$ cat src/perf_counter_pkg.sv
// Constants shared by the event counter block and its counter slices
package perf_counter_pkg;
  localparam int          CNT_W        = 32;   // Width of each event counter
  localparam int          INC_W        = 4;    // Width of a per-cycle increment
  localparam int          EV_W         = 4;    // Event field width inside one counter
  localparam int          NUM_CNT      = 2;    // Number of event counters
  // Special register select codes
  localparam logic [1:0]  SEL_CTL0     = 2'h0;
  localparam logic [1:0]  SEL_CNT0     = 2'h1;
  localparam logic [1:0]  SEL_CTL1     = 2'h2;
  localparam logic [1:0]  SEL_CNT1     = 2'h3;
  // Control register fields
  localparam int          CTL_EV_LSB   = 0;    // Event code bits [3:0]
  localparam int          CTL_BANK_BIT = 4;    // Code bit 4 picks the counter
  localparam int          CTL_TRAP_BIT = 5;    // Overflow trap enable
  localparam int          CTL_OVF_BIT  = 6;    // Sticky overflow, read only
  localparam logic [3:0]  CTL_EV_RST   = 4'h0;
  localparam logic        CTL_TRAP_RST = 1'b0;
  localparam logic [31:0] CNT_RST      = 32'h0000_0000;
  // Event codes, local to a counter (global code = bank * 16 + local)
  localparam logic [3:0]  EV0_CYCLES   = 4'h0;
  localparam logic [3:0]  EV0_ISSUED   = 4'h1;
  localparam logic [3:0]  EV0_LD_ISS   = 4'h2;
  localparam logic [3:0]  EV0_ST_ISS   = 4'h3;
  localparam logic [3:0]  EV0_DONE     = 4'he;
  localparam logic [3:0]  EV0_GRAD     = 4'hf;
  localparam logic [3:0]  EV1_CYCLES   = 4'h0;
  localparam logic [3:0]  EV1_GRAD     = 4'h1;
  localparam logic [3:0]  EV1_GRAD_LD  = 4'h2;
  localparam logic [3:0]  EV1_GRAD_ST  = 4'h3;
  localparam logic [3:0]  EV1_GRAD_FP  = 4'h5;
  // Miss table retry spacing while the table is full, in cycles
  localparam logic [2:0]  MHT_GAP      = 3'h4;
endpackage

$ cat src/perf_cnt_if.sv
// Carrier between the top block and one counter slice
`timescale 1ns/1ns
interface perf_cnt_if;
  import perf_counter_pkg::*;
  logic             wr_ctl;
  logic             wr_cnt;
  logic [31:0]      wdata;
  logic [INC_W-1:0] inc;
  logic [EV_W-1:0]  ev;
  logic             trap_en;
  logic [CNT_W-1:0] count;
  logic             ovf;
  logic             carry;
  modport top   (output wr_ctl, wr_cnt, wdata, inc, input ev, trap_en, count, ovf, carry);
  modport slice (input wr_ctl, wr_cnt, wdata, inc, output ev, trap_en, count, ovf, carry);
endinterface

$ cat src/perf_counter_slice.sv
// One event counter with its control fields and sticky overflow
`timescale 1ns/1ns
module perf_counter_slice
  import perf_counter_pkg::*;
(
  input  wire logic ref_clk,
  input  wire logic rst_n,
  perf_cnt_if.slice p
);
  logic [CNT_W:0] sum;

  // Add the multi-bit increment with carry out
  assign sum     = {1'b0, p.count} + {{(CNT_W+1-INC_W){1'b0}}, p.inc}; // RULE_16
  assign p.carry = sum[CNT_W] & ~p.wr_cnt;

  // Counter preload or accumulate, wrapping at the top
  always_ff @(posedge ref_clk or negedge rst_n) begin
    if (!rst_n) begin
      p.count <= CNT_RST;
    end else if (p.wr_cnt) begin
      p.count <= p.wdata[CNT_W-1:0]; // RULE_17
    end else begin
      p.count <= sum[CNT_W-1:0]; // RULE_16
    end
  end

  // Control fields
  always_ff @(posedge ref_clk or negedge rst_n) begin
    if (!rst_n) begin
      p.ev      <= CTL_EV_RST;
      p.trap_en <= CTL_TRAP_RST;
    end else if (p.wr_ctl) begin
      p.ev      <= p.wdata[CTL_EV_LSB +: EV_W]; // RULE_17
      p.trap_en <= p.wdata[CTL_TRAP_BIT];
    end
  end

  // Sticky overflow; a preload clears it and masks any carry in the same cycle
  always_ff @(posedge ref_clk or negedge rst_n) begin
    if (!rst_n) begin
      p.ovf <= 1'b0;
    end else begin
      p.ovf <= p.carry | (p.ovf & ~p.wr_cnt); // RULE_02
    end
  end

  AST_WRAP_OVF: assert property (@(posedge ref_clk) disable iff (!rst_n) // RULE_16
    !$past(p.wr_cnt) && (p.count < $past(p.count)) |-> p.ovf)
    else $error("counter wrapped without overflow flag");
endmodule // perf_counter_slice

$ cat src/cpu_perf_event_counters.sv
// Two event counters fed by pipeline event sources, with overflow trap
// Behaviour
// RULE_01: two 32-bit counters, sixteen events each
// RULE_02: enabled overflow raises trap after N events
// RULE_03: codes 0-15 counter zero, 16-31 counter one
// RULE_04: cycles event counts every clock
// RULE_05: issued event sums done, FP, load/store
// RULE_06: failed tag check reissues and recounts
// RULE_07: full miss table: reissue every four cycles
// RULE_08: event 2 counts new loads, prior cycle
// RULE_09: event 3 counts new stores, prior cycle
// RULE_10: event 14 counts cycle after any done
// RULE_11: graduated counts exclude discarded instructions
// RULE_12: at most one load/store per cycle
// RULE_13: reissue counted issued, graduated once
// RULE_14: graduated adds prior count, muldiv counts two
// RULE_15: graduated loads add up to four
// RULE_16: multi-bit increment, wrap, carry flags overflow
// RULE_17: software reads, preloads, configures counters
`timescale 1ns/1ns
module cpu_perf_event_counters
  import perf_counter_pkg::*;
(
  input  wire logic        ref_clk,
  input  wire logic        rst_n,
  // Special register port
  input  wire logic        sr_wr,
  input  wire logic        sr_rd,
  input  wire logic [1:0]  sr_sel,
  input  wire logic [31:0] sr_wdata,
  output logic      [31:0] sr_rdata_r,
  // Execution unit done marks
  input  wire logic        integer_exec_unit_a_done,
  input  wire logic        integer_exec_unit_b_done,
  input  wire logic        float_exec_unit_a_done,
  input  wire logic        float_exec_unit_b_done,
  input  wire logic [1:0]  fp_issue_cnt,
  // Load/store path
  input  wire logic        ls_issue,
  input  wire logic        ls_is_store,
  input  wire logic        ls_tagchk,
  input  wire logic        tag_bank_busy,
  input  wire logic        refill_bank_start,
  input  wire logic        ls_mht_wait,
  input  wire logic        mht_full,
  output logic             ls_reissue_r,
  // Graduation
  input  wire logic [2:0]  grad_insn_cnt,
  input  wire logic [2:0]  grad_muldiv_cnt,
  input  wire logic [2:0]  grad_load_cnt,
  input  wire logic        grad_store,
  input  wire logic [2:0]  grad_fp_cnt,
  // Other single-bit event pulses by global code
  input  wire logic [31:0] misc_event,
  output logic             trap_r
);
  perf_cnt_if pc[NUM_CNT] ();

  logic             refill_prev_r;
  logic             tag_fail;
  logic             mht_grant;
  logic [2:0]       gap_r;
  logic             ls_any_r;
  logic             ld_new_r;
  logic             st_new_r;
  logic             done_any_r;
  logic [INC_W-1:0] grad_r;
  logic [2:0]       grad_ld_r;
  logic             grad_st_r;
  logic [2:0]       grad_fp_r;
  logic [31:0]      misc_r;
  logic [1:0]       int_done_cnt;
  logic [INC_W-1:0] issued_sum;
  logic [INC_W-1:0] inc_tab0 [16];
  logic [INC_W-1:0] inc_tab1 [16];

  function automatic logic [INC_W-1:0] widen3(input logic [2:0] v);
    widen3 = {{(INC_W-3){1'b0}}, v};
  endfunction

  function automatic logic [INC_W-1:0] widen1(input logic v);
    widen1 = {{(INC_W-1){1'b0}}, v};
  endfunction

  // Tag check fails on a busy bank or a refill begun last cycle
  always_ff @(posedge ref_clk or negedge rst_n) begin
    if (!rst_n) begin
      refill_prev_r <= 1'b0;
    end else begin
      refill_prev_r <= refill_bank_start; // RULE_06
    end
  end
  assign tag_fail = ls_tagchk & (tag_bank_busy | refill_prev_r); // RULE_06

  // Miss table retry throttle
  assign mht_grant = ls_mht_wait & (~mht_full | (gap_r == 3'h0)); // RULE_07
  always_ff @(posedge ref_clk or negedge rst_n) begin
    if (!rst_n) begin
      gap_r <= 3'h0;
    end else if (mht_grant && mht_full) begin
      gap_r <= MHT_GAP - 3'h1; // RULE_07
    end else if (gap_r != 3'h0) begin
      gap_r <= gap_r - 3'h1;
    end
  end

  // Reissue strobe back to the load/store path
  always_ff @(posedge ref_clk or negedge rst_n) begin
    if (!rst_n) begin
      ls_reissue_r <= 1'b0;
    end else begin
      ls_reissue_r <= tag_fail | mht_grant; // RULE_06 RULE_07
    end
  end

  // Previous-cycle event samples
  always_ff @(posedge ref_clk or negedge rst_n) begin
    if (!rst_n) begin
      ls_any_r   <= 1'b0;
      ld_new_r   <= 1'b0;
      st_new_r   <= 1'b0;
      done_any_r <= 1'b0;
      grad_r     <= '0;
      grad_ld_r  <= 3'h0;
      grad_st_r  <= 1'b0;
      grad_fp_r  <= 3'h0;
      misc_r     <= 32'h0000_0000;
    end else begin
      ls_any_r   <= ls_issue | ls_reissue_r;         // RULE_12 RULE_13
      ld_new_r   <= ls_issue & ~ls_is_store;         // RULE_08
      st_new_r   <= ls_issue & ls_is_store;          // RULE_09
      done_any_r <= integer_exec_unit_a_done | integer_exec_unit_b_done
                  | float_exec_unit_a_done | float_exec_unit_b_done; // RULE_10
      grad_r     <= widen3(grad_insn_cnt) + widen3(grad_muldiv_cnt); // RULE_14 RULE_11
      grad_ld_r  <= grad_load_cnt;                   // RULE_15
      grad_st_r  <= grad_store;                      // RULE_13
      grad_fp_r  <= grad_fp_cnt;
      misc_r     <= misc_event;
    end
  end

  // Issued sum: integer done, FP issued, load/store of last cycle
  assign int_done_cnt = {1'b0, integer_exec_unit_a_done} + {1'b0, integer_exec_unit_b_done};
  assign issued_sum   = {2'b00, int_done_cnt} + {2'b00, fp_issue_cnt}
                      + widen1(ls_any_r); // RULE_05 RULE_06

  // Per-counter event tables
  always_comb begin
    for (int i = 0; i < 16; i++) begin
      inc_tab0[i] = widen1(misc_r[i]);
      inc_tab1[i] = widen1(misc_r[16+i]);
    end
    inc_tab0[EV0_CYCLES]  = widen1(1'b1);     // RULE_04
    inc_tab0[EV0_ISSUED]  = issued_sum;       // RULE_05
    inc_tab0[EV0_LD_ISS]  = widen1(ld_new_r); // RULE_08
    inc_tab0[EV0_ST_ISS]  = widen1(st_new_r); // RULE_09
    inc_tab0[EV0_DONE]    = widen1(done_any_r); // RULE_10
    inc_tab0[EV0_GRAD]    = grad_r;           // RULE_14
    inc_tab1[EV1_CYCLES]  = widen1(1'b1);     // RULE_04
    inc_tab1[EV1_GRAD]    = grad_r;           // RULE_14
    inc_tab1[EV1_GRAD_LD] = widen3(grad_ld_r); // RULE_15
    inc_tab1[EV1_GRAD_ST] = widen1(grad_st_r);
    inc_tab1[EV1_GRAD_FP] = widen3(grad_fp_r);
  end

  // Counter slices and their write decode
  assign pc[0].wr_ctl = sr_wr & (sr_sel == SEL_CTL0) & ~sr_wdata[CTL_BANK_BIT]; // RULE_03
  assign pc[1].wr_ctl = sr_wr & (sr_sel == SEL_CTL1) & sr_wdata[CTL_BANK_BIT];  // RULE_03
  assign pc[0].wr_cnt = sr_wr & (sr_sel == SEL_CNT0); // RULE_17
  assign pc[1].wr_cnt = sr_wr & (sr_sel == SEL_CNT1); // RULE_17
  assign pc[0].inc    = inc_tab0[pc[0].ev]; // RULE_01
  assign pc[1].inc    = inc_tab1[pc[1].ev]; // RULE_01
  for (genvar g = 0; g < NUM_CNT; g++) begin : g_cnt
    assign pc[g].wdata = sr_wdata;
    perf_counter_slice u_slice (
      .ref_clk (ref_clk),
      .rst_n   (rst_n),
      .p       (pc[g])
    );
  end

  // Special register read data
  always_ff @(posedge ref_clk or negedge rst_n) begin
    if (!rst_n) begin
      sr_rdata_r <= 32'h0000_0000;
    end else if (sr_rd) begin
      unique case (sr_sel)
        SEL_CTL0: sr_rdata_r <= {25'h0, pc[0].ovf, pc[0].trap_en, 1'b0, pc[0].ev}; // RULE_17
        SEL_CNT0: sr_rdata_r <= pc[0].count;
        SEL_CTL1: sr_rdata_r <= {25'h0, pc[1].ovf, pc[1].trap_en, 1'b1, pc[1].ev}; // RULE_03
        SEL_CNT1: sr_rdata_r <= pc[1].count;
      endcase
    end
  end

  // Overflow trap from either enabled counter
  always_ff @(posedge ref_clk or negedge rst_n) begin
    if (!rst_n) begin
      trap_r <= 1'b0;
    end else begin
      trap_r <= (pc[0].ovf & pc[0].trap_en) | (pc[1].ovf & pc[1].trap_en); // RULE_02
    end
  end

  AST_CYCLES: assert property (@(posedge ref_clk) disable iff (!rst_n) // RULE_04
    pc[0].ev == EV0_CYCLES && !pc[0].wr_cnt |=> pc[0].count == $past(pc[0].count) + 32'h1)
    else $error("cycles event did not add one");
  AST_TRAP: assert property (@(posedge ref_clk) disable iff (!rst_n) // RULE_02
    (pc[0].carry && pc[0].trap_en && !pc[0].wr_ctl)
    || (pc[1].carry && pc[1].trap_en && !pc[1].wr_ctl) |=> ##1 trap_r)
    else $error("overflow did not raise trap");
  AST_ISSUE_SUM: assert property (@(posedge ref_clk) disable iff (!rst_n) // RULE_05
    ls_issue && !integer_exec_unit_a_done && !integer_exec_unit_b_done ##1
    fp_issue_cnt == 2'h0 && !integer_exec_unit_a_done && !integer_exec_unit_b_done
    |-> issued_sum == 4'h1)
    else $error("issued sum wrong");
  AST_TAG_RETRY: assert property (@(posedge ref_clk) disable iff (!rst_n) // RULE_06
    ls_tagchk && tag_bank_busy |=> ls_reissue_r ##1 ls_any_r)
    else $error("tag check failure not reissued and counted");
  AST_MHT_GAP: assert property (@(posedge ref_clk) disable iff (!rst_n) // RULE_07
    mht_grant && mht_full |=> (!mht_grant || !mht_full) [*3])
    else $error("miss table retry faster than four cycles");
  AST_LOAD_ONCE: assert property (@(posedge ref_clk) disable iff (!rst_n) // RULE_08
    ls_reissue_r && !ls_issue |=> !ld_new_r && !st_new_r)
    else $error("reissue counted as new load or store");
  AST_STORE: assert property (@(posedge ref_clk) disable iff (!rst_n) // RULE_09
    ls_issue && ls_is_store |=> inc_tab0[EV0_ST_ISS] == 4'h1)
    else $error("store issue not counted");
  AST_DONE: assert property (@(posedge ref_clk) disable iff (!rst_n) // RULE_10
    float_exec_unit_b_done |=> inc_tab0[EV0_DONE] == 4'h1)
    else $error("done not counted next cycle");
  AST_GRAD: assert property (@(posedge ref_clk) disable iff (!rst_n) // RULE_14
    grad_insn_cnt == 3'h3 && grad_muldiv_cnt == 3'h1 |=> grad_r == 4'h4)
    else $error("graduated weighting wrong");
  AST_RDATA: assert property (@(posedge ref_clk) disable iff (!rst_n) // RULE_17
    sr_rd && sr_sel == SEL_CNT1 |=> sr_rdata_r == $past(pc[1].count))
    else $error("counter readback wrong");

  COV_TRAP:    cover property (@(posedge ref_clk) disable iff (!rst_n) $rose(trap_r));
  COV_MHT:     cover property (@(posedge ref_clk) disable iff (!rst_n)
    mht_grant && mht_full ##4 mht_grant && mht_full);
  COV_PRELOAD: cover property (@(posedge ref_clk) disable iff (!rst_n)
    pc[0].wr_cnt ##[1:20] pc[0].carry);
endmodule // cpu_perf_event_counters

$ cat config.mk
export PLATFORM = sky130hd
export DESIGN_NAME = cpu_perf_event_counters
export DESIGN_NICKNAME = d
export VERILOG_FILES = /design/src/perf_counter_pkg.sv /design/src/perf_cnt_if.sv /design/src/perf_counter_slice.sv /design/src/cpu_perf_event_counters.sv
export SDC_FILE = /design/constraint.sdc
export NUM_CORES = 1
export LEC_CHECK = 0
export ABC_AREA = 1
export BUFFER_PORTS_ARGS = -buffer_cell sky130_fd_sc_hd__buf_2
export CORE_UTILIZATION = 55
export DETAILED_ROUTE_END_ITERATION = 10
export GPL_TIMING_DRIVEN = 0
export PLACE_DENSITY = 0.77
export SYNTH_ARGS = -nofsm -noshare
export SYNTH_HDL_FRONTEND = slang
export SYNTH_SLANG_ARGS = --single-unit
$ cat constraint.sdc
create_clock -name ref_clk -period 7.81 [get_ports ref_clk]
set_input_delay 0 -clock ref_clk [delete_from_list [all_inputs] [get_ports ref_clk]]
set_output_delay 0 -clock ref_clk [all_outputs]
set_load 0.02 [all_outputs]
==> results.sh <==
export IMPL_status="completed"
export IMPL_post_drt_wl_per_cell_um=16.7
export IMPL_crit_path_start_kind="flip-flop"
export IMPL_fp_dieW_um=126
export IMPL_clockRootBuffer="clkbuf_16"
export IMPL_syn_to_final_growth_pct=27.0
export IMPL_slew_headroom=0.509
export IMPL_final_cell_mix="nand2_1 (377), dfrtp_1 (150), buf_2 (132)"
export IMPL_vias=8540
export IMPL_cts_made_buffers=17
export IMPL_io_pins=130
export IMPL_synth_async_reset_ratio=1.00
export IMPL_yosysWarnings=0
export IMPL_grtUsageTotal=0.340
export IMPL_post_route_min_period_ns=3.29
export IMPL_dp_cells=1442
export IMPL_power_density_mw_per_mm2=240
export IMPL_grt_pass1_vias=8099
export IMPL_cts_buffer_depth=2
export IMPL_antenna_left=0
export IMPL_critPathKind="reg2reg"
export IMPL_fin_crit_sh=0.421
export IMPL_ir_drop_mv=0.225
export IMPL_cp_required_ns=8.12
export IMPL_leakage_nw=5.27
export IMPL_maxSlewViolCount=0
export IMPL_cts_clk_slew_worst_paths_ns=0.06
export IMPL_wl_um=26000
export IMPL_ys_ff_latch=150
export IMPL_drv_cap=0
export IMPL_antenna_found_initial=1
export IMPL_die_area_mm2=0.0159
export IMPL_clk_latency_ns=0.43
export IMPL_setup_viol=0
export IMPL_synth_distinct_cells=41
export IMPL_numPortBuffers=117
export IMPL_syn_area_mm2=0.00849
export IMPL_std_cell_rows=45
export IMPL_yosysSeqAreaShare=0.442
export IMPL_drive_above_1_share=0.162
export IMPL_fmax_mhz=304
export IMPL_synthCells=1136
export IMPL_drt_pass1_iterations=7
export IMPL_finClkSkew_ns=0.00859
export IMPL_final_common_cell="nand2_1"
export IMPL_regArea_mm2=0.00375
export IMPL_holdWs_ns=0.0724
export IMPL_path_max_fanout=4
export IMPL_synth_ff_type="dfrtp_1"
export IMPL_rsz0062_at_grt="false"
export IMPL_dpl_hpwl_um=18500
export IMPL_worstHoldPathType="in2reg"
export IMPL_synth_nets=1252
export IMPL_multi_input_area_mm2=0.00409
export IMPL_synth_area_per_cell_um2=7.47
export IMPL_grt_max_degree=77
export IMPL_fin_nets=1472
export IMPL_cts_htree_levels=4
export IMPL_worst_slew_pin_slew_ns=0.736
export IMPL_clock_sinks=150
export IMPL_initial_core_util=0.560
export IMPL_drc=0
export IMPL_worstPathArrival_ns=3.60
export IMPL_setup_worst_path_end_class="flip-flop"
export IMPL_core_area_mm2=0.0151
export IMPL_nFillCells=1196
export IMPL_drtIter0Drc=766
export IMPL_setup_tns_final_ns=0
export IMPL_hold_viol=0
export IMPL_synth_edff_count=0
export IMPL_cts_tree="built"
export IMPL_grt_pass1_wl_um=41300
export IMPL_place_congestion=0.994
export IMPL_final_cells=1557
export IMPL_vias_per_cell=5.48
export IMPL_die_h_um=126
export IMPL_globalRouteOverflowTotal=0
## synth_stat cells (2+ instances only)
library cell / count / area (µm²)
o21ai_2: 4 / 35.0
nand2_2: 8 / 50.1
fa_1: 5 / 100
a21o_1: 2 / 15.0
o22ai_1: 5 / 31.3
nor2_4: 6 / 67.6
xor2_1: 9 / 78.8
clkbuf_1: 9 / 33.8
inv_2: 7 / 26.3
nand2_1: 377 / 1420
nor3_1: 2 / 10.0
inv_1: 108 / 405
nor2_8: 2 / 40.0
nor4_1: 2 / 12.5
or2_2: 7 / 43.8
nor2_2: 6 / 37.5
mux2_2: 2 / 22.5
nand2_4: 2 / 22.5
nand4_1: 14 / 87.6
xnor2_1: 4 / 35.0
dfrtp_1: 150 / 3750
a21oi_1: 10 / 50.1
buf_2: 16 / 80.1
ha_1: 15 / 188
o2111ai_1: 4 / 35.0
o21ai_0: 42 / 210
and2_1: 4 / 25.0
nand3b_1: 18 / 135
nor2_1: 120 / 450
o211ai_1: 4 / 30.0
a31oi_1: 30 / 188
buf_4: 7 / 52.6
nand3_1: 106 / 531
buf_6: 4 / 45.0
o21ai_1: 19 / 95.1
## repair_timing
item	in CTS	in global routing
endpoints found under the hold margin	190	0
buffers inserted	0	0
hold buffers	83	0
gates resized for setup	0	0
## final cells by class
cell class | instances | share of cell area
multi-input cells | 835 | 0.380
repair buffers | 201 | 0.135
flip-flops and latches | 150 | 0.348
inverters | 115 | 0.0401
well taps | 188 | 0.0218
clock buffers | 17 | 0.0395
diodes | 1 | 0.000232
clock inverters | 14 | 0.0164
plain buffers | 36 | 0.0196
## worst max-delay path, cell delays in order (launching register included)
cell and delay, ns:
dfrtp_1 0.38, fa_1 0.49, ha_1 0.13, inv_1 0.04, fa_1 0.43, o21ai_0 0.21
nand2_1 0.12, fa_1 0.44, inv_1 0.10, nand2_1 0.07, nand3_1 0.09, nand2_1 0.17
nor2_2 0.20, nand2_1 0.07, nand2_1 0.06, nand2_1 0.05, nand2_1 0.06, o21ai_2 0.05
## stage by stage
stage | total power, mW | utilization | worst slack [ns] | area, µm²
3_3_place_gp | 1.67 | 0.615 | 4.52 | 9310
3_5_place_dp | 1.69 | 0.617 | 4.57 | 9340
6_report | 2.59 | 0.712 | 4.52 | 10800
2_1_floorplan | 1.47 | - | 4.90 | 8490
5_1_grt | 2.73 | 0.712 | 4.31 | 10800
4_1_cts | 2.57 | 0.711 | 4.55 | 10800
## logic make-up after synthesis
| logic type | synth area share |
|---|---|
| muxes | 0.00265 |
| and+or+nand+nor | 0.348 |
| adders and majority gates | 0.0339 |
| buffers and inverters | 0.0758 |
| AOI/OAI and AO/OA | 0.0840 |
| DFF | 0.442 |
| xor gates and xnor gates | 0.0134 |
## metal layers
layer,vias to the layer above,wire [µm],global-route usage
li1,4097,-,-
met1,3992,11000,0.468
met2,368,11900,0.531
met3,83,2050,0.0590
met4,0,978,0.147
met5,-,0,0
## state kept, by name, indices dropped and copies added, names as in the netlist
signal                   count
misc_r                      21
ls_any_r                     1
trap_r                       1
g_cnt.u_slice.p.trap_en      2
sr_rdata_r                  32
gap_r                        3
st_new_r                     1
grad_st_r                    1
grad_ld_r                    3
done_any_r                   1
g_cnt.u_slice.p.ev           8
g_cnt.u_slice.p.ovf          2
ld_new_r                     1
refill_prev_r                1
ls_reissue_r                 1
g_cnt.u_slice.p.count       64
grad_fp_r                    3
grad_r                       4
## power by group
group | leakage, nW | switching, mW | internal [mW]
sequential | 1.82 | 0.150 | 0.913
clock | 0.290 | 0.343 | 0.504
combinational | 3.16 | 0.408 | 0.268
total | 5.27 | 0.902 | 1.69
## path summary, 6_finish.rpt
kind | from | endpoint | slack [ns] | depth (start not counted)
worst min register to register | ls_reissue_r | ls_any_r | 0.45 | 1
max in group asynchronous | rst_n | g_cnt[0].u_slice.p.count[0] | 6.84 | 3
worst max-delay path | ls_any_r | g_cnt[0].u_slice.p.count[24] | 4.52 | 17
worst min-delay path | sr_sel[0] | g_cnt[0].u_slice.p.count[12] | 0.07 | 4
worst max register to register | ls_any_r | g_cnt[0].u_slice.p.count[24] | 4.52 | 17
min in group asynchronous | rst_n | g_cnt[1].u_slice.p.count[25] | 0.15 | 2
Power figures use the tool's default switching activity.
